===== config.mk =====
export PLATFORM = sky130hd
export DESIGN_NAME = mts_msi_bridge
export DESIGN_NICKNAME = d
export VERILOG_FILES = /design/src/logic/mts_pkg.sv /design/src/logic/mts_link_if.sv /design/src/logic/mts_ahb_slave.sv /design/src/logic/mts_edge_gen.sv /design/src/logic/mts_msi_bridge.sv
export SDC_FILE = /design/constraint.sdc
export NUM_CORES = 1
export LEC_CHECK = 0
export ABC_AREA = 1
export BUFFER_PORTS_ARGS = -buffer_cell sky130_fd_sc_hd__buf_4
export CAP_MARGIN = 20
export CORE_MARGIN = 2
export CORE_UTILIZATION = 54
export CTS_CLUSTER_SIZE = 24
export DETAILED_ROUTE_END_ITERATION = 7
export GPL_TIMING_DRIVEN = 1
export PLACE_DENSITY = 0.9
export SLEW_MARGIN = 15
export SYNTH_ARGS = -nofsm -noshare
export SYNTH_HDL_FRONTEND = slang
export SYNTH_HIERARCHICAL = 1
export SYNTH_SLANG_ARGS = --single-unit

===== constraint.sdc =====
create_clock -name clk -period 6.85 [get_ports clk]
set_input_delay 1.0275 -clock clk [delete_from_list [all_inputs] [get_ports clk]]
set_output_delay 1.0275 -clock clk [all_outputs]
set_load 0.02 [all_outputs]

===== src/logic/mts_pkg.sv =====
// constants shared by the message-to-shared-line bridge
`default_nettype none
package mts_pkg;
  // frame layout: 4 KB frames, frame index in haddr[15:12]
  localparam int unsigned MTS_FRAME_LSB   = 12;
  localparam int unsigned MTS_FRAME_MSB   = 15;
  localparam logic [3:0]  MTS_CTRL_FRAME  = 4'hf;
  // per-frame register offsets
  localparam logic [11:0] MTS_OFF_RANGE   = 12'h008;
  localparam logic [11:0] MTS_OFF_TRIGGER = 12'h040;
  localparam logic [11:0] MTS_OFF_IDENT   = 12'hfcc;
  // control frame register offsets
  localparam logic [11:0] MTS_OFF_STATUS  = 12'h000;
  localparam logic [11:0] MTS_OFF_MASK    = 12'h004;
  localparam logic [11:0] MTS_OFF_CTRL    = 12'h008;
  // field positions
  localparam int unsigned MTS_LINE_MSB    = 9;
  localparam int unsigned MTS_RBASE_LSB   = 16;
  localparam int unsigned MTS_CTRL_EN     = 0;
  localparam int unsigned MTS_CTRL_SECON  = 1;
  // event bits of status and mask
  localparam int unsigned MTS_EVT_W       = 3;
  localparam int unsigned MTS_EVT_FIRE    = 0;
  localparam int unsigned MTS_EVT_DROP    = 1;
  localparam int unsigned MTS_EVT_SECV    = 2;
  // reset values
  localparam logic [2:0]  MTS_MASK_RST    = 3'h0;
  localparam logic        MTS_EN_RST      = 1'b1;
  // ahb transfer sizes
  localparam logic [2:0]  MTS_HSIZE_HALF  = 3'h1;
  localparam logic [2:0]  MTS_HSIZE_WORD  = 3'h2;
  // identification word: arbitrary value, architecture version field zero
  localparam logic [31:0] MTS_IDENT_VAL   = 32'h0010_0000;
endpackage
`default_nettype wire


===== src/logic/mts_link_if.sv =====
// carrier between bus slave, bridge core and edge generator
`timescale 1ns/10ps
`default_nettype none
interface mts_link_if #(parameter int IDXW = 4);
  logic            wr_stb;
  logic [15:0]     wr_addr;
  logic [2:0]      wr_size;
  logic            wr_nonsec;
  logic [31:0]     wr_data;
  logic [15:0]     rd_addr;
  logic            rd_nonsec;
  logic [31:0]     rd_data;
  logic            fire;
  logic [IDXW-1:0] fire_idx;
  modport bus  (output wr_stb, wr_addr, wr_size, wr_nonsec, wr_data, rd_addr, rd_nonsec, input rd_data);
  modport core (input wr_stb, wr_addr, wr_size, wr_nonsec, wr_data, rd_addr, rd_nonsec, output rd_data,
                output fire, fire_idx);
  modport gen  (input fire, fire_idx);
endinterface
`default_nettype wire


===== src/logic/mts_ahb_slave.sv =====
// ahb-lite slave front end, zero wait states
`timescale 1ns/10ps
`default_nettype none
module mts_ahb_slave
(
  input  wire logic        clk,
  input  wire logic        rst_n,
  input  wire logic        hsel,
  input  wire logic [15:0] haddr,
  input  wire logic [1:0]  htrans,
  input  wire logic        hwrite,
  input  wire logic [2:0]  hsize,
  input  wire logic        hnonsec,
  input  wire logic        hready,
  input  wire logic [31:0] hwdata,
  output var  logic [31:0] hrdata,
  output var  logic        hreadyout,
  output var  logic        hresp,
  mts_link_if.bus          lnk
);
  import mts_pkg::*;

  logic        wpend_ff;
  logic [15:0] waddr_ff;
  logic [2:0]  wsize_ff;
  logic        wnsec_ff;
  logic [31:0] rdata_ff;

  wire take   = hsel & htrans[1] & hready;
  wire take_r = take & ~hwrite;

  // read data is sampled at the address phase so hrdata comes from a flop
  always_ff @(posedge clk or negedge rst_n)
  begin
    if (!rst_n)
    begin
      wpend_ff <= 1'b0;
      waddr_ff <= 16'h0000;
      wsize_ff <= 3'h0;
      wnsec_ff <= 1'b1;
      rdata_ff <= 32'h0000_0000;
    end
    else
    begin
      wpend_ff <= take & hwrite;
      if (take)
      begin
        waddr_ff <= haddr;
        wsize_ff <= hsize;
        wnsec_ff <= hnonsec;
      end
      rdata_ff <= take_r ? lnk.rd_data : 32'h0000_0000;
    end
  end

  assign lnk.wr_stb    = wpend_ff;
  assign lnk.wr_addr   = waddr_ff;
  assign lnk.wr_size   = wsize_ff;
  assign lnk.wr_nonsec = wnsec_ff;
  assign lnk.wr_data   = hwdata;
  assign lnk.rd_addr   = haddr;
  assign lnk.rd_nonsec = hnonsec;
  assign hrdata        = rdata_ff;
  assign hreadyout     = 1'b1;
  assign hresp         = 1'b0;
endmodule // mts_ahb_slave
`default_nettype wire


===== src/logic/mts_edge_gen.sv =====
// one-cycle pulse per accepted trigger, with one deferral slot per line
`timescale 1ns/10ps
`default_nettype none
module mts_edge_gen #(
  parameter int NLINES = 40,
  parameter int IDXW   = 6
)
(
  input  wire logic              clk,
  input  wire logic              rst_n,
  mts_link_if.gen                lnk,
  output var  logic [NLINES-1:0] line_pulse
);
  logic [NLINES-1:0] pulse_ff;
  logic [NLINES-1:0] pend_ff;

  wire [NLINES-1:0] req       = lnk.fire ? (NLINES'(1) << lnk.fire_idx) : '0;
  wire [NLINES-1:0] want      = req | pend_ff;
  // a line pulsed last cycle waits one cycle so the two requests stay two edges
  wire [NLINES-1:0] nxt_pulse = want & ~pulse_ff;
  wire [NLINES-1:0] nxt_pend  = want & pulse_ff;

  always_ff @(posedge clk or negedge rst_n)
  begin
    if (!rst_n)
    begin
      pulse_ff <= '0;
      pend_ff  <= '0;
    end
    else
    begin
      pulse_ff <= nxt_pulse;
      pend_ff  <= nxt_pend;
    end
  end

  assign line_pulse = pulse_ff;
endmodule // mts_edge_gen
`default_nettype wire


===== src/logic/mts_msi_bridge.sv =====
// message write to shared interrupt line bridge, top level
//
// The placing of the registers and register access over AHB-Lite were chosen for this implementation.
`timescale 1ns/10ps
`default_nettype none
module mts_msi_bridge #(
  parameter int         NUM_NS    = 2,
  parameter int         NS_COUNT  = 16,
  parameter logic [9:0] NS_BASE   = 10'h040,
  parameter bit         SEC_EN    = 1'b1,
  parameter bit         CTRL_SEC  = 1'b1,
  parameter int         SEC_COUNT = 8,
  parameter logic [9:0] SEC_BASE  = 10'h080
)
(
  input  wire logic        clk,
  input  wire logic        resetn,
  input  wire logic        hsel,
  input  wire logic [15:0] haddr,
  input  wire logic [1:0]  htrans,
  input  wire logic        hwrite,
  input  wire logic [2:0]  hsize,
  input  wire logic        hnonsec,
  input  wire logic        hready,
  input  wire logic [31:0] hwdata,
  output var  logic [31:0] hrdata,
  output var  logic        hreadyout,
  output var  logic        hresp,
  output var  logic [NUM_NS*NS_COUNT+((SEC_EN&&CTRL_SEC)?SEC_COUNT:0)-1:0] line_pulse,
  output var  logic [NUM_NS*NS_COUNT+((SEC_EN&&CTRL_SEC)?SEC_COUNT:0)-1:0] line_secure,
  output var  logic        irq
);
  import mts_pkg::*;

  ////////////////////////////////////////////////////////////////////////////////
  // sizing
  // the secure frame only exists when the controller has security as well
  localparam bit SEC_ON   = SEC_EN && CTRL_SEC;
  localparam int NS_LINES = NUM_NS * NS_COUNT;
  // overlapping ranges would alias two frames onto one line, so the
  // secure frame stays dead unless its lines sit clear of the others
  localparam bit SEC_APART = (int'(SEC_BASE) >= int'(NS_BASE) + NS_LINES) ||
                             (int'(SEC_BASE) + SEC_COUNT <= int'(NS_BASE));
  localparam bit SEC_LIVE  = SEC_ON && SEC_APART;
  localparam int NLINES   = NS_LINES + (SEC_ON ? SEC_COUNT : 0);
  localparam int IDXW     = (NLINES > 1) ? $clog2(NLINES) : 1;
  localparam logic [3:0] SEC_FRAME = 4'(NUM_NS);

  ////////////////////////////////////////////////////////////////////////////////
  // reset release
  // pin asserts at once; the copy lifts two edges after the pin rises
  logic [1:0] rsync_ff;
  wire        rst_n = rsync_ff[1];

  always_ff @(posedge clk or negedge resetn)
  begin
    if (!resetn)
    begin
      rsync_ff <= 2'b00;
    end
    else
    begin
      rsync_ff <= {rsync_ff[0], 1'b1};
    end
  end

  ////////////////////////////////////////////////////////////////////////////////
  // frame helpers
  function automatic logic is_ns(input logic [3:0] f);
    is_ns = (int'(f) < NUM_NS);
  endfunction

  function automatic logic is_sec(input logic [3:0] f);
    is_sec = SEC_LIVE && (f == SEC_FRAME);
  endfunction

  // lowest owned line of a frame; non-secure frames sit back to back
  function automatic logic [9:0] fr_base(input logic [3:0] f);
    if (is_sec(f))
    begin
      fr_base = SEC_BASE;
    end
    else
    begin
      fr_base = NS_BASE + 10'(int'(f) * NS_COUNT);
    end
  endfunction

  function automatic logic [9:0] fr_count(input logic [3:0] f);
    fr_count = is_sec(f) ? 10'(SEC_COUNT) : 10'(NS_COUNT);
  endfunction

  // where the frame's first line sits in the output vector
  function automatic logic [IDXW-1:0] fr_slot(input logic [3:0] f);
    fr_slot = is_sec(f) ? IDXW'(NS_LINES) : IDXW'(int'(f) * NS_COUNT);
  endfunction

  function automatic logic [31:0] range_word(input logic [3:0] f);
    range_word = 32'h0000_0000;
    range_word[MTS_RBASE_LSB +: 10] = fr_base(f);
    range_word[MTS_LINE_MSB:0]      = fr_count(f);
  endfunction

  ////////////////////////////////////////////////////////////////////////////////
  // carrier and leaves
  mts_link_if #(.IDXW(IDXW)) lnk ();

  mts_ahb_slave u_slave
  (
    .clk       (clk),
    .rst_n     (rst_n),
    .hsel      (hsel),
    .haddr     (haddr),
    .htrans    (htrans),
    .hwrite    (hwrite),
    .hsize     (hsize),
    .hnonsec   (hnonsec),
    .hready    (hready),
    .hwdata    (hwdata),
    .hrdata    (hrdata),
    .hreadyout (hreadyout),
    .hresp     (hresp),
    .lnk       (lnk.bus)
  );

  mts_edge_gen #(.NLINES(NLINES), .IDXW(IDXW)) u_edge
  (
    .clk        (clk),
    .rst_n      (rst_n),
    .lnk        (lnk.gen),
    .line_pulse (line_pulse)
  );

  ////////////////////////////////////////////////////////////////////////////////
  // control state
  // enable comes up set so triggers work straight after reset
  logic [MTS_EVT_W-1:0] status_ff;
  logic [MTS_EVT_W-1:0] mask_ff;
  logic                 en_ff;

  ////////////////////////////////////////////////////////////////////////////////
  // write decode
  wire [3:0]  w_frame = lnk.wr_addr[MTS_FRAME_MSB:MTS_FRAME_LSB];
  wire [11:0] w_off   = lnk.wr_addr[MTS_FRAME_LSB-1:0];
  wire        w_ns    = is_ns(w_frame);
  wire        w_sec   = is_sec(w_frame);
  wire        w_ctrl  = (w_frame == MTS_CTRL_FRAME);
  wire        w_word  = (lnk.wr_size == MTS_HSIZE_WORD);
  wire        w_secv  = lnk.wr_stb & w_sec & lnk.wr_nonsec;
  wire        w_frok  = w_ns | (w_sec & ~lnk.wr_nonsec);

  // halfword writes are taken only on the low half, word writes always
  wire        w_lowhalf = (lnk.wr_size == MTS_HSIZE_HALF) & ~lnk.wr_addr[1];
  wire        w_size_ok = w_word | w_lowhalf;

  // offset decodes of the write side
  wire        w_at_trig = (w_off == MTS_OFF_TRIGGER);
  wire        w_at_stat = (w_off == MTS_OFF_STATUS);
  wire        w_at_mask = (w_off == MTS_OFF_MASK);
  wire        w_at_ctrl = (w_off == MTS_OFF_CTRL);

  wire        trig_wr = lnk.wr_stb & w_frok & w_at_trig & w_size_ok;
  wire [9:0]  trig_id = lnk.wr_data[MTS_LINE_MSB:0];
  wire [9:0]  w_base  = fr_base(w_frame);
  wire [9:0]  w_cnt   = fr_count(w_frame);
  // widen before the sum so a range ending near the top does not wrap
  wire [10:0] w_end   = {1'b0, w_base} + {1'b0, w_cnt};
  wire        in_rng  = (trig_id >= w_base) & ({1'b0, trig_id} < w_end);

  // disabled bridge drops in-range triggers silently; an out-of-range one sets the drop event
  wire        fire    = trig_wr & in_rng & en_ff;
  wire        drop    = trig_wr & ~in_rng;
  wire [9:0]  rel_id  = trig_id - w_base;

  // output slot of the line inside the frame's block of outputs
  wire [IDXW-1:0] w_slot = fr_slot(w_frame) + IDXW'(rel_id);

  assign lnk.fire     = fire;
  assign lnk.fire_idx = w_slot;

  wire        stat_wr = lnk.wr_stb & w_ctrl & w_word & w_at_stat;
  wire        mask_wr = lnk.wr_stb & w_ctrl & w_word & w_at_mask;
  wire        ctrl_wr = lnk.wr_stb & w_ctrl & w_word & w_at_ctrl;

  ////////////////////////////////////////////////////////////////////////////////
  // events and interrupt
  wire [MTS_EVT_W-1:0] evt;
  assign evt[MTS_EVT_FIRE] = fire;
  assign evt[MTS_EVT_DROP] = drop;
  assign evt[MTS_EVT_SECV] = w_secv;

  // write one to clear, word writes only
  wire [MTS_EVT_W-1:0] clr        = stat_wr ? lnk.wr_data[MTS_EVT_W-1:0] : '0;
  // a new event in the clearing cycle survives the clear
  wire [MTS_EVT_W-1:0] nxt_status = (status_ff & ~clr) | evt;
  wire [MTS_EVT_W-1:0] nxt_mask   = mask_wr ? lnk.wr_data[MTS_EVT_W-1:0] : mask_ff;
  wire                 nxt_en     = ctrl_wr ? lnk.wr_data[MTS_CTRL_EN] : en_ff;

  always_ff @(posedge clk or negedge rst_n)
  begin
    if (!rst_n)
    begin
      status_ff <= '0;
    end
    else
    begin
      status_ff <= nxt_status;
    end
  end

  always_ff @(posedge clk or negedge rst_n)
  begin
    if (!rst_n)
    begin
      mask_ff <= MTS_MASK_RST;
    end
    else
    begin
      mask_ff <= nxt_mask;
    end
  end

  always_ff @(posedge clk or negedge rst_n)
  begin
    if (!rst_n)
    begin
      en_ff <= MTS_EN_RST;
    end
    else
    begin
      en_ff <= nxt_en;
    end
  end

  assign irq = |(status_ff & mask_ff);

  ////////////////////////////////////////////////////////////////////////////////
  // read decode
  wire [3:0]  r_frame = lnk.rd_addr[MTS_FRAME_MSB:MTS_FRAME_LSB];
  wire [11:0] r_off   = lnk.rd_addr[MTS_FRAME_LSB-1:0];
  // non-secure reads of the secure frame see zero
  wire        r_frok  = is_ns(r_frame) | (is_sec(r_frame) & ~lnk.rd_nonsec);
  wire        r_ctrl  = (r_frame == MTS_CTRL_FRAME);

  wire [31:0] r_range = range_word(r_frame);
  wire [31:0] r_ctrlw = {30'h0000_0000, SEC_LIVE, en_ff};
  wire [31:0] r_stat  = {{(32-MTS_EVT_W){1'b0}}, status_ff};
  wire [31:0] r_mask  = {{(32-MTS_EVT_W){1'b0}}, mask_ff};

  // offset decodes of the read side
  wire        r_at_range = (r_off == MTS_OFF_RANGE);
  wire        r_at_ident = (r_off == MTS_OFF_IDENT);
  wire        r_at_stat  = (r_off == MTS_OFF_STATUS);
  wire        r_at_mask  = (r_off == MTS_OFF_MASK);
  wire        r_at_ctrl  = (r_off == MTS_OFF_CTRL);

  // trigger register is write-only and reads as zero
  wire [31:0] r_frame_val = r_at_range ? r_range :
                            r_at_ident ? MTS_IDENT_VAL : 32'h0000_0000;
  wire [31:0] r_ctrl_val  = r_at_stat ? r_stat :
                            r_at_mask ? r_mask :
                            r_at_ctrl ? r_ctrlw : 32'h0000_0000;

  assign lnk.rd_data = r_frok ? r_frame_val :
                       r_ctrl ? r_ctrl_val : 32'h0000_0000;

  ////////////////////////////////////////////////////////////////////////////////
  // per-line security marking for the controller's group setup
  // without the secure frame every line is marked non-secure
  genvar gi;
  generate
    for (gi = 0; gi < NLINES; gi++)
    begin : g_sec
      assign line_secure[gi] = SEC_ON && (gi >= NS_LINES);
    end
  endgenerate

  // lines are private outputs; nothing else may be ored onto them upstream
  // of the controller; an overlapping secure range leaves that frame dead
endmodule // mts_msi_bridge
`default_nettype wire


Word-level counts from Yosys, hierarchy flattened
Index checks and enable logic that the tools add are counted.
- logic and storage cells: 88
- output and inout port bits: 115
- register bits after elaboration: 142
- input port bits: 59
- add/subtract/negate cells: 5
- bitwise logic cells: 37
- shift-type cells: 1
- eq/ne operators: 12
- mux-type cells: 15
- reductions and logical operators: 3
- $lt $le $gt $ge: 4
- operator list (operator ; count):
    $mux W32 ; 6
    $and A40 B40 Y40 ; 2
    $mux W40 ; 1
    $not A40 Y40 ; 1
    $or A40 B40 Y40 ; 1
    $shl A1 B6 Y40 const A ; 1
    $eq A12 B3 Y1 const B ; 2
    $eq A12 B4 Y1 const B ; 2
    $logic_not A12 Y1 ; 2
    $and A1 B1 Y1 ; 21
    $mux W21 ; 1
    $add A7 B8 Y9 const A ; 2
    $eq A12 B12 Y1 const B ; 1
    $eq A12 B7 Y1 const B ; 1
    $add A9 B5 Y10 ; 1
    $ge A10 B9 Y1 ; 1
    $lt A10 B10 Y1 ; 1
    $mux W10 ; 1
    $mux W5 ; 2
    $mux W9 ; 1
    $eq A4 B2 Y1 const B ; 2
    $eq A4 B4 Y1 const B ; 2
    $lt A4 B2 Y1 const B ; 2
    $add A6 B6 Y6 ; 1
    other kinds (12) ; 19

Depth between registers and ports, before layout
Gate-level depths: netlist of the first run.
- depth after elaboration: 11
- gate-level depth with buffers: 24
- mapped depth without buffers: 24

Modules after synthesis
The synthesis of the first run kept the hierarchy.
- modules (own cells, without submodules) (module ; seq. area each (µm²) ; cells an instance ; area an instance (µm²) ; instances):
    mts_edge_gen ; 2001.9 ; 303 ; 2976.6 ; 1
    mts_ahb_slave ; 1327.5 ; 245 ; 2332.2 ; 1
    mts_msi_bridge ; 226.5 ; 285 ; 1863.0 ; 1

Worst setup path after synthesis of the first run
OpenSTA, ideal clock, no wires.
- path kind: input to register
- from: in hwdata[1]
- to: reg u_edge.pulse_ff[19] (netlist: u_edge/line_pulse[19])
- arrival: 2652 ps
- stages: 12
- data required time: 6723 ps
- setup slack: 4070 ps
- path buffers: 2
- setup time: 127 ps
- cells stage by stage: buf_4 inv_1 ha_1 or2_2 a31oi_1 xnor2_1 inv_1 nand2_1 nor2_2 buf_4 a21oi_1 nor2_1
- elaborated cells between the ends (all ways): 11
- those cells by class: add/sub (2); order compare (2); shift (1); mux (1); bitwise (5)
- RTL lines (what ; RTL line ; RTL):
    from (decl) ; mts_msi_bridge.sv:25 ; input wire logic [31:0] hwdata,
    $sub A6 B6 Y6 ; mts_msi_bridge.sv:173 ; wire [9:0] rel_id = trig_id - w_base;
    $add A6 B6 Y6 ; mts_msi_bridge.sv:176 ; wire [IDXW-1:0] w_slot = fr_slot(w_frame) + IDXW'(rel_id);
    via lnk.fire_idx[5] ; mts_link_if.sv:14 ; logic [IDXW-1:0] fire_idx;
    $shl A1 B6 Y40 ; mts_edge_gen.sv:17 ; wire [NLINES-1:0] req = lnk.fire ? (NLINES'(1) << lnk.fire_idx) : '0;
    $mux W40 ; mts_edge_gen.sv:17 ;
    $or A40 B40 Y40 ; mts_edge_gen.sv:18 ; wire [NLINES-1:0] want = req | pend_ff;
    $and A40 B40 Y40 ; mts_edge_gen.sv:20 ; wire [NLINES-1:0] nxt_pulse = want & ~pulse_ff;
    via u_edge.nxt_pulse[19] ; mts_edge_gen.sv:20 ;
    to (signal assigned) ; mts_edge_gen.sv:32 ; pulse_ff <= nxt_pulse;
    to (decl) ; mts_edge_gen.sv:14 ; logic [NLINES-1:0] pulse_ff;
The timed path passes the listed nets, and every way through them passes these cells.
A chain may end at the register's enable or synchronous reset.

Final worst setup path of the first run
- from: reg u_slave.waddr_ff[14] (netlist: u_slave/lnk.wr_addr[14])
- to: reg u_edge.pulse_ff[16] (netlist: u_edge/line_pulse[16])
- word-level cells in the longest chain between the ends: 11
- elaborated cells between the ends (all ways): 23
- those cells by class: add/sub (4); order compare (3); eq/ne (1); shift (1); mux (4); bitwise (10)
- RTL lines (what ; RTL line ; RTL):
    from (decl) ; mts_ahb_slave.sv:24 ; logic [15:0] waddr_ff;
    from (signal assigned) ; mts_ahb_slave.sv:48 ; waddr_ff <= haddr;
    parallel branches: the longest is 6 deep, another holds $add A9 B5 Y10 ; - ;
    $and A1 B1 Y1 * (2 in series) ; mts_msi_bridge.sv:171 ; wire fire = trig_wr & in_rng & en_ff;
    via fire ; mts_msi_bridge.sv:171 ;
    $mux W40 * ; mts_edge_gen.sv:17 ;
    $or A40 B40 Y40 * ; mts_edge_gen.sv:18 ;
    $and A40 B40 Y40 * ; mts_edge_gen.sv:20 ;
    via u_edge.nxt_pulse[16] ; mts_edge_gen.sv:20 ;
Mark *: on every way through the listed nets, which the timed path passes.

==> results of run 1 <==
==> state kept, by name, indices dropped and copies added (netlist names) <==
| name | cells |
|---|---|
| u_slave/lnk.wr_stb | 1 |
| status_ff | 3 |
| u_slave/lnk.wr_nonsec | 1 |
| rsync_ff | 2 |
| u_edge/line_pulse | 40 |
| u_slave/lnk.wr_size | 3 |
| mask_ff | 3 |
| u_edge/pend_ff | 40 |
| u_slave/hrdata | 32 |
| u_slave/lnk.wr_addr | 16 |
| en_ff | 1 |
==> cell type report <==
class	instances	area, µm²	share of cell area
Clock inverter	11	133.9	0.01615
Multi-Input combinational cell	511	2567	0.3097
Sequential cell	142	3560	0.4294
Clock buffer	20	456.7	0.05509
Inverter	134	503.0	0.06068
Tap cell	172	215.2	0.02596
Timing Repair Buffer	111	853.3	0.1029
==> cells in the final DEF, fill, tap and decap left out, drive strengths merged <==
cell type / instances
nor2: 164
dfrtp: 140
o21a: 1
clkinvlp: 4
dfstp: 2
nand2: 102
a211oi: 1
a21oi: 41
nor4: 2
ha: 25
nor3b: 1
o21bai: 1
xor2: 5
xnor2: 3
o211ai: 1
nand3: 33
conb: 65
nand3b: 3
clkinv: 2
or2: 2
inv: 137
a31oi: 1
a21o: 1
nor3: 6
bufinv: 2
buf: 111
clkbuf: 20
nand4: 33
o21ai: 11
a21boi: 9
==> per-stage QoR <==
stage	setup WS [ns]	power, mW	area, µm²	util	hold WS [ns]
after detailed placement	3.379	1.138	7671	0.6079	0.3347
after CTS	3.332	2.055	8262	0.6547	0.3493
after global placement	3.459	1.129	7671	0.6079	0.3343
final	3.295	2.043	8289	0.6569	0.2195
after global routing	2.990	2.139	8289	0.6569	0.2446
after floorplan	2.604	1.112	7236	-	0.3312
==> where the power goes <==
part           switching, mW  total, mW  internal (mW)
sequential            0.0224      0.884          0.862
clock                  0.358      0.916          0.558
combinational          0.164      0.243         0.0789
total                  0.545       2.04           1.50
==> per-layer routing <==
layer / part of all wire / up-vias / routed length (µm)
li1: - / 2595 / -
met1: 0.40 / 2484 / 5870
met2: 0.50 / 203 / 7225
met3: 0.085 / 27 / 1238
met4: 0.018 / 0 / 259
met5: 0 / - / 0
==> path summary, 6_finish.rpt <==
check,from,slack (ns),end
setup / recovery,u_slave/lnk.wr_addr[14],3.29,u_edge/line_pulse[16]
hold / removal,rsync_ff[1],0.22,u_slave/hrdata[9]
setup reg to reg,u_slave/lnk.wr_addr[14],3.29,u_edge/line_pulse[16]
hold reg to reg,rsync_ff[1],0.22,u_slave/hrdata[9]
max in group asynchronous,rsync_ff[1],5.61,u_edge/pend_ff[36]
min in group clk,rsync_ff[0],0.35,rsync_ff[1]
==> metrics, run 1 <==
synthesized instance count around 800; gr usage total 0.2203; die height 117.9 µm; worst path buffer plus inverter count 3; Fin. Hold Viols 0; Clock Sinks 142; clock slew at reported path FFs ~0.06 ns; FMAX 0.2813 GHz; TritonCTS buffer count 17; reg2reg path depth 19; stages on the worst setup path 19; CTS tree done; fraction of layout cells with a size suffix above 1 0.1884; Placed Cells 1,069; I/O pins between 150 and 200; effective utilization at floorplan 0.5552; worst skew pair latency 0.42 ns; CP Capture Type register; area grow syn2layout 18.30%; setup TNS 0 ns; post-synth design cell area 7007 µm²; Final Skew 0.009991 ns; total wire length 14.59 mm; Die ar. 13,900 µm²; RSZ-0062 raised after global routing no; Core Area ~13,000 µm²; CP max stage cell nor2_2; Via Count approximately 5,300; met3 Resource Use GR 0.07946; Filler cells 1,037; post-DR vias/cell 4.822; worst hold path class reg2async; Ant. Diodes 0; first-pass GRT wire length 24.38 mm; crit-path cells inv_1, ha_1, nand2_2, nor2_4, nor2_1, xor2_1, ha_1, a21oi_1, o21a_1, nand2_2, nor2_2, nand2_1, inv_1, nand2_1, nor2_2, inv_1, nor2_1, nor2_1, nor2_1; Pre-antenna DRT Iters 5; antenna-violating nets left 0; CP max FO 13; dpl hpwl 10.46 mm; GRT overflow 0; setup repair bufs after CTS 0; wire per inst 13.26 µm; Routability Congestion 0.8272; critical path type reg2reg; Rows a little over 40; fin cells 1,101; status finished clean; mean post-synth cell area 8.640 µm²; Pins Over Slew Limit 0; GR Util met2 0.3692; maximum clock path buffer count 2; port bufs 108; startpoint types register; period utilization 0.5190; CP dominant cell by count nor2_1; GRT Max-Usage Layer met2; Pwr per Cell Area ~250 nW/µm²; min Tclk post-route ~3.6 ns; LEAKAGE 4.266 nW; hold buffer count at CTS 0; number of global-route vias before repair about 5,300; Crit path largest cell delay 0.52 ns; initial antenna violation count 0; cts repair resizes 0; Die X 117.9 µm; CTS root buffer clkbuf_16; Initial DRC Count about 350; H-tree Lvls 4; Slew HR 0.4845; worst vdd ir ~0.00018 V; max cap viols 0; critical path data arrival time 3.90 ns; grt met1 use 0.2599; fin nets around 1,000; yosys warns 6; Slew @ Worst Pin a little under 0.8 ns; final setup fails 0; # DRC 0; largest net degree at the start of global routing 82; CP delay by family, top simple AND/OR/NAND/NOR gates; worst path required time 7.20 ns
No activity file was read; power rests on OpenSTA's default activity.
==> run 2, diff against run 1 <==
==> constraint.sdc (replaced) <==
create_clock -name clk -period 3.75 [get_ports clk]
set_input_delay 0.5625 -clock clk [delete_from_list [all_inputs] [get_ports clk]]
set_output_delay 0.5625 -clock clk [all_outputs]
set_load 0.02 [all_outputs]
==> run 2 against run 1 <==
  * Sequential power grew 82%
  * Hold slack gained 0.0070 ns
  * Critical endpoint is now u_edge/line_pulse[25]
  * Clock power grew 84%
  * Cell count grew 0.45%
  * Largest power group unchanged
  * Core utilization grew 0.32 points
==> metrics, run 2 (synthesis gave the netlist of run 1 again) <==
post-DR vias/cell 4.772 (was 4.822); Fin. Hold Viols 0 (unchanged); H-tree Lvls 4 (unchanged); clock slew at reported path FFs 0.06 ns (about the same); Slew @ Worst Pin 0.7707 ns (was 0.7711 ns); Die ar. 13,900 µm² (unchanged); Rows 41 (unchanged); Pre-antenna DRT Iters 6 (was 5); wire per inst 12.82 µm (was 13.26 µm); CTS tree done (unchanged); Core Area 12,620 µm² (unchanged); Ant. Diodes 0 (unchanged); area of placed instances 7694 µm² (was 7671 µm²); most common cell after layout, fill and taps aside nor2_1 (unchanged); largest net degree at the start of global routing 85 (was 82); setup TNS 0 ns (unchanged); fin util 0.6600 (was 0.6569); Final Skew 0.007948 ns (was 0.009991 ns); min Tclk post-route 3.215 ns (was 3.555 ns); first-pass GRT wire length 23.86 mm (was 24.38 mm); Routability Congestion 0.8316 (was 0.8272); Slew HR 0.4848 (was 0.4845); effective utilization at floorplan 0.5552 (unchanged); worst path buffer plus inverter count 3 (unchanged); CP max stage cell dfrtp_1 (was nor2_2); fraction of layout cells with a size suffix above 1 0.1916 (was 0.1884); I/O pins 174 (unchanged); setup ws final 0.5346 ns (was 3.295 ns); worst vdd ir 0.0003582 V (was 0.0001776 V); RSZ-0062 raised after global routing no (unchanged); dpl hpwl 10.21 mm (was 10.46 mm); total wire length 14.18 mm (was 14.59 mm); critical path type reg2reg (unchanged); worst path required time 4.09 ns (was 7.20 ns); die height 117.9 µm (unchanged); worst skew pair latency 0.42 ns (about the same); Via Count 5,278 (was 5,309); commonest non-fill, non-tap cells in the layout nor2_1 (146), dfrtp_1 (139), inv_1 (132) (unchanged); gr usage total 0.2130 (was 0.2203); CP delay by family, top simple AND/OR/NAND/NOR gates (unchanged); Pins Over Slew Limit 0 (unchanged); CP Capture Type register (unchanged); number of global-route vias before repair 5,128 (was 5,271); reg2reg path depth 18 (was 19); CTS root buffer clkbuf_16 (unchanged); period utilization 0.8574 (was 0.5190); status finished clean (unchanged); fin nets 1,005 (was 1,001); cts repair resizes 0 (unchanged); final setup fails 0 (unchanged); initial antenna violation count 0 (unchanged); CP max FO 7 (was 13); FMAX 0.3110 GHz (was 0.2813 GHz); Crit path largest cell delay 0.43 ns (was 0.52 ns); GRT overflow 0 (unchanged); TritonCTS buffer count 17 (unchanged); critical path data arrival time 3.55 ns (was 3.90 ns); startpoint types register (unchanged); Filler cells 1,007 (was 1,037); Clock Sinks 142 (unchanged); area grow syn2layout 18.88% (was 18.30%); # DRC 0 (unchanged); Pwr per Cell Area 451.0 nW/µm² (was 246.5 nW/µm²); dpl ws 0.5792 ns (was 3.379 ns); crit-path cells inv_1, ha_1, nand2_2, nor2_4, nor2_1, xor2_1, ha_1, a21oi_1, o21a_1, nand2_2, nor2_2, nand2_1, inv_1, nand2_1, nor2_2, buf_4, a21oi_1, nor2_1 (was inv_1, ha_1, nand2_2, nor2_4, nor2_1, xor2_1, ha_1, a21oi_1, o21a_1, nand2_2, nor2_2, nand2_1, inv_1, nand2_1, nor2_2, inv_1, nor2_1, nor2_1, nor2_1); LEAKAGE 4.297 nW (was 4.266 nW); maximum clock path buffer count 2 (unchanged); port bufs 108 (unchanged); fin area 8329 µm² (was 8289 µm²); stages on the worst setup path 18 (was 19); max cap viols 0 (unchanged); Initial DRC Count 327 (was 354); setup repair bufs after CTS 0 (unchanged); worst hold path class reg2async (unchanged); antenna-violating nets left 0 (unchanged); Die X 117.9 µm (unchanged)
-- run 2: worst paths after layout --
check | from | endpoint | slack, ns
max | u_slave/lnk.wr_addr[14] | u_edge/line_pulse[25] | 0.53
min | rsync_ff[1] | u_edge/line_pulse[9] | 0.23
max reg2reg | u_slave/lnk.wr_addr[14] | u_edge/line_pulse[25] | 0.53
min reg2reg | rsync_ff[1] | u_edge/line_pulse[9] | 0.23
max in group asynchronous | rsync_ff[1] | u_slave/lnk.wr_nonsec | 2.80
min in group clk | rsync_ff[0] | rsync_ff[1] | 0.35
-- run 2: routing by layer --
| metal | wire (µm) | GRT usage | vias up |
|---|---|---|---|
| li1 | - | - | 2601 |
| met1 | 5881 | 0.2599 | 2486 |
| met2 | 6911 | 0.3452 | 168 |
| met3 | 1098 | 0.07655 | 23 |
| met4 | 287 | 0.08434 | 0 |
| met5 | 0 | 0 | - |
-- run 2: repair_timing --
item                                   in CTS  in global routing
endpoints found under the hold margin       2                  0
hold buffers                                1                  0
setup endpoints to repair                   0                  0
-- run 2: metrics by stage --
step | power (mW) | hold WS [ns] | cells
global placement | 2.067 | 0.3361 | 1072
finish | 3.757 | 0.2265 | 1106
detailed placement | 2.086 | 0.3420 | 1072
CTS | 3.777 | 0.3569 | 1105
floorplan | 2.031 | 0.2669 | 872
global route | 3.927 | 0.2609 | 1106
-- run 2: layout make-up --
type	count	area (µm²)	share of cell area
clock buffers	21	470.5	0.05648
flip-flops and latches	142	3560	0.4274
repair buffers	115	885.9	0.1064
clock inverters	11	127.6	0.01532
multi-input cells	511	2567	0.3082
inverters	134	503.0	0.06039
well taps	172	215.2	0.02584
-- run 2: where the power goes --
part | switching (mW) | internal, mW | leakage [nW]
clock | 0.653 | 1.04 | 0.287
sequential | 0.0402 | 1.57 | 1.92
combinational | 0.303 | 0.149 | 2.09
-- run 2: worst register-to-register path, cell delays in order (launching register included) --
cell and delay [ns]:
dfrtp_1 0.43, inv_1 0.12, ha_1 0.24, nand2_2 0.09
nor2_4 0.15, nor2_1 0.09, xor2_1 0.15, ha_1 0.29
a21oi_1 0.14, o21a_1 0.17, nand2_2 0.07, nor2_2 0.08
nand2_1 0.09, inv_1 0.10, nand2_1 0.13, nor2_2 0.32
buf_4 0.22, a21oi_1 0.10, nor2_1 0.15
==> run 3, diff against run 2 <==
--- a/config.mk
+++ b/config.mk
@@ -8,12 +8,14 @@
 export ABC_AREA = 1
 export BUFFER_PORTS_ARGS = -buffer_cell sky130_fd_sc_hd__buf_4
 export CAP_MARGIN = 20
+export CELL_PAD_IN_SITES_DETAIL_PLACEMENT = 0
+export CELL_PAD_IN_SITES_GLOBAL_PLACEMENT = 1
 export CORE_MARGIN = 2
-export CORE_UTILIZATION = 54
+export CORE_UTILIZATION = 40
 export CTS_CLUSTER_SIZE = 24
 export DETAILED_ROUTE_END_ITERATION = 7
 export GPL_TIMING_DRIVEN = 1
-export PLACE_DENSITY = 0.9
+export PLACE_DENSITY = 0.91
 export SLEW_MARGIN = 15
 export SYNTH_ARGS = -nofsm -noshare
 export SYNTH_HDL_FRONTEND = slang
==> run 3 against run 2 <==
  * Core utilization down 18 points
  * Non-clock buffer count down 2
  * Register-to-register slack better by 0.04 ns
  * Sequential power about the same
  * Die area up 34%
  * Critical path depth unchanged
  * Clock skew down 0.00081 ns
  * First-iteration DRC count down 29%
  * Combinational power down 2%
  * Power down 2.7%
  * Routed wire length down 0.49%
  * Highest routed layer unchanged
==> metrics, run 3 (synthesis gave the netlist of run 1 again) <==
status finished clean (unchanged); Pwr per Cell Area 438.2 nW/µm² (was 451.0 nW/µm²); total wire length 14.11 mm (was 14.18 mm); die height 136.4 µm (was 117.9 µm); logic gate share of total power 0.122 (was 0.120); setup TNS 0 ns (unchanged); Pins Over Slew Limit 0 (unchanged); largest net degree at the start of global routing 124 (was 85); worst skew pair latency 0.41 ns (was 0.42 ns); initial antenna violation count 0 (unchanged); H-tree Lvls 4 (unchanged); period utilization 0.8456 (was 0.8574); dpl ws 0.5935 ns (was 0.5792 ns); critical path type reg2reg (unchanged); worst path required time 4.09 ns (about the same); GR Util met2 0.2535 (was 0.3452); Pre-antenna DRT Iters 4 (was 6); Via Count 5,098 (was 5,278); CP Capture Type register (unchanged); maximum clock path buffer count 2 (unchanged); Slew @ Worst Pin 0.7624 ns (was 0.7707 ns); Routability Congestion 0.7934 (was 0.8316); gr usage total 0.1625 (was 0.2130); NetSw 0.9829 mW (was 0.9964 mW); GRT Max-Usage Layer met2 (unchanged); FF-to-FF setup slack 0.58 ns (was 0.53 ns); Fin. Hold Viols 0 (unchanged); FMAX 0.3154 GHz (was 0.3110 GHz); Int Power 2.672 mW (was 2.760 mW); I/O pins 174 (unchanged); switch share 0.2689 (was 0.2652); fin util 0.4839 (was 0.6600); Die ar. 18,590 µm² (was 13,900 µm²); setup ws final 0.5791 ns (was 0.5346 ns); crit-path cells inv_1, ha_1, nand2_2, nor2_4, nor2_1, xor2_1, ha_1, a21oi_1, o21a_1, nand2_2, nor2_2, nand2_1, inv_1, nand2_1, nor2_2, buf_4, a21oi_1, nor2_1 (unchanged); port bufs 108 (unchanged); CTS root buffer clkbuf_16 (unchanged); worst hold margin 0.2053 ns (was 0.2265 ns); RSZ-0062 raised after global routing no (unchanged); Final Skew 0.007134 ns (was 0.007948 ns); Clock Sinks 142 (unchanged); worst hold path class reg2async (unchanged); LEAKAGE 4.264 nW (was 4.297 nW); worst vdd ir 0.0004047 V (was 0.0003582 V); startpoint types register (unchanged); GRT overflow 0 (unchanged); Filler cells 1,615 (was 1,007); antenna-violating nets left 0 (unchanged); CP max stage cell dfrtp_1 (unchanged); post-DR vias/cell 4.406 (was 4.772); first-pass GRT wire length 23.72 mm (was 23.86 mm); Seq pwr share 0.442 (was 0.430); Crit path largest cell delay 0.43 ns (about the same); wire per inst 12.20 µm (was 12.82 µm); number of global-route vias before repair 4,953 (was 5,128); # DRC 0 (unchanged); effective utilization at floorplan 0.4065 (was 0.5552); area grow syn2layout 19.04% (was 18.88%); max cap viols 0 (unchanged); area occupied by multi-input gates 2567 µm² (unchanged); Die X 136.4 µm (was 117.9 µm); TritonCTS buffer count 17 (unchanged); fraction of layout cells with a size suffix above 1 0.1888 (was 0.1916); Seq. cell area 3560 µm² (unchanged); commonest non-fill, non-tap cells in the layout nor2_1 (146), dfrtp_1 (139), inv_1 (132) (unchanged); Initial DRC Count 233 (was 327); CTS tree done (unchanged); CP max FO 8 (was 7); final setup fails 0 (unchanged); Ant. Diodes 0 (unchanged); fin nets 1,003 (was 1,005); part of the power in the clock network 0.436 (was 0.450); Slew HR 0.4903 (was 0.4848); dpl hpwl 10.37 mm (was 10.21 mm); grt met1 use 0.2127 (was 0.2599); met3 Resource Use GR 0.05928 (was 0.07655); most common cell after layout, fill and taps aside nor2_1 (unchanged); clock slew at reported path FFs 0.06 ns (about the same); critical path data arrival time 3.51 ns (was 3.55 ns); min Tclk post-route 3.171 ns (was 3.215 ns); Rows 48 (was 41); Core Area 17,240 µm² (was 12,620 µm²)
==> run 3: power by group through the flow <==
| stage | logic (mW) | clock network (mW) | registers, mW |
|---|---|---|---|
| floorplan | 0.376 | 0 | 1.66 |
| global placement | 0.439 | 0 | 1.64 |
| detailed placement | 0.445 | 0 | 1.64 |
| global route | 0.516 | 1.72 | 1.62 |
| CTS | 0.448 | 1.64 | 1.62 |
| finish | 0.445 | 1.59 | 1.61 |
==> run 3: path summary, 6_finish.rpt <==
kind                                    startpoint                   end  cells after the start
max reg2reg                u_slave/lnk.wr_addr[14]    u_edge/pend_ff[31]                     18
min reg2reg                            rsync_ff[1]     u_slave/hrdata[6]                      0
min in group clk                       rsync_ff[0]           rsync_ff[1]                      0
max                        u_slave/lnk.wr_addr[14]    u_edge/pend_ff[31]                     18
min                                    rsync_ff[1]     u_slave/hrdata[6]                      0
max in group asynchronous              rsync_ff[1]  u_edge/line_pulse[0]                      1
==> run 3: metal layers <==
metal,vias to the layer above,share of wire
li1,2587,-
met1,2384,0.45
met2,113,0.48
met3,14,0.064
met4,0,0.012
met5,-,0
==> run 3: what timing repair did <==
item / in CTS / in global routing
hold endpoints to repair: 2 / 0
buffers inserted: 0 / 0
endpoints found under the setup margin: 0 / 0
resized for setup: 0 / 0
hold buffers: 1 / 0
==> run 3: worst max-delay path, delay by kind of cell (launching register included) <==
family          cells  cell delay [ns]
simple gates        9             1.18
fa+ha+maj           2             0.51
flops               1             0.43
buf+inv             3             0.42
compound gates      3             0.40
xor+xnor            1             0.17
==> run 3: final cells by class <==
class / count / area share
clock buffers: 21 / 0.05521
clock inverters: 11 / 0.01260
inverters: 134 / 0.06031
multi-input cells: 511 / 0.3078
flip-flops and latches: 142 / 0.4268
well taps: 225 / 0.03375
repair buffers: 113 / 0.1035
==> run 3: per-stage QoR <==
| stage | power [mW] | instance area, µm² | std cells |
|---|---|---|---|
| finish | 3.655 | 8341 | 1157 |
| global route | 3.853 | 8341 | 1157 |
| CTS | 3.705 | 8341 | 1157 |
| detailed placement | 2.087 | 7765 | 1124 |
| global placement | 2.080 | 7765 | 1124 |
| floorplan | 2.031 | 7237 | 872 |
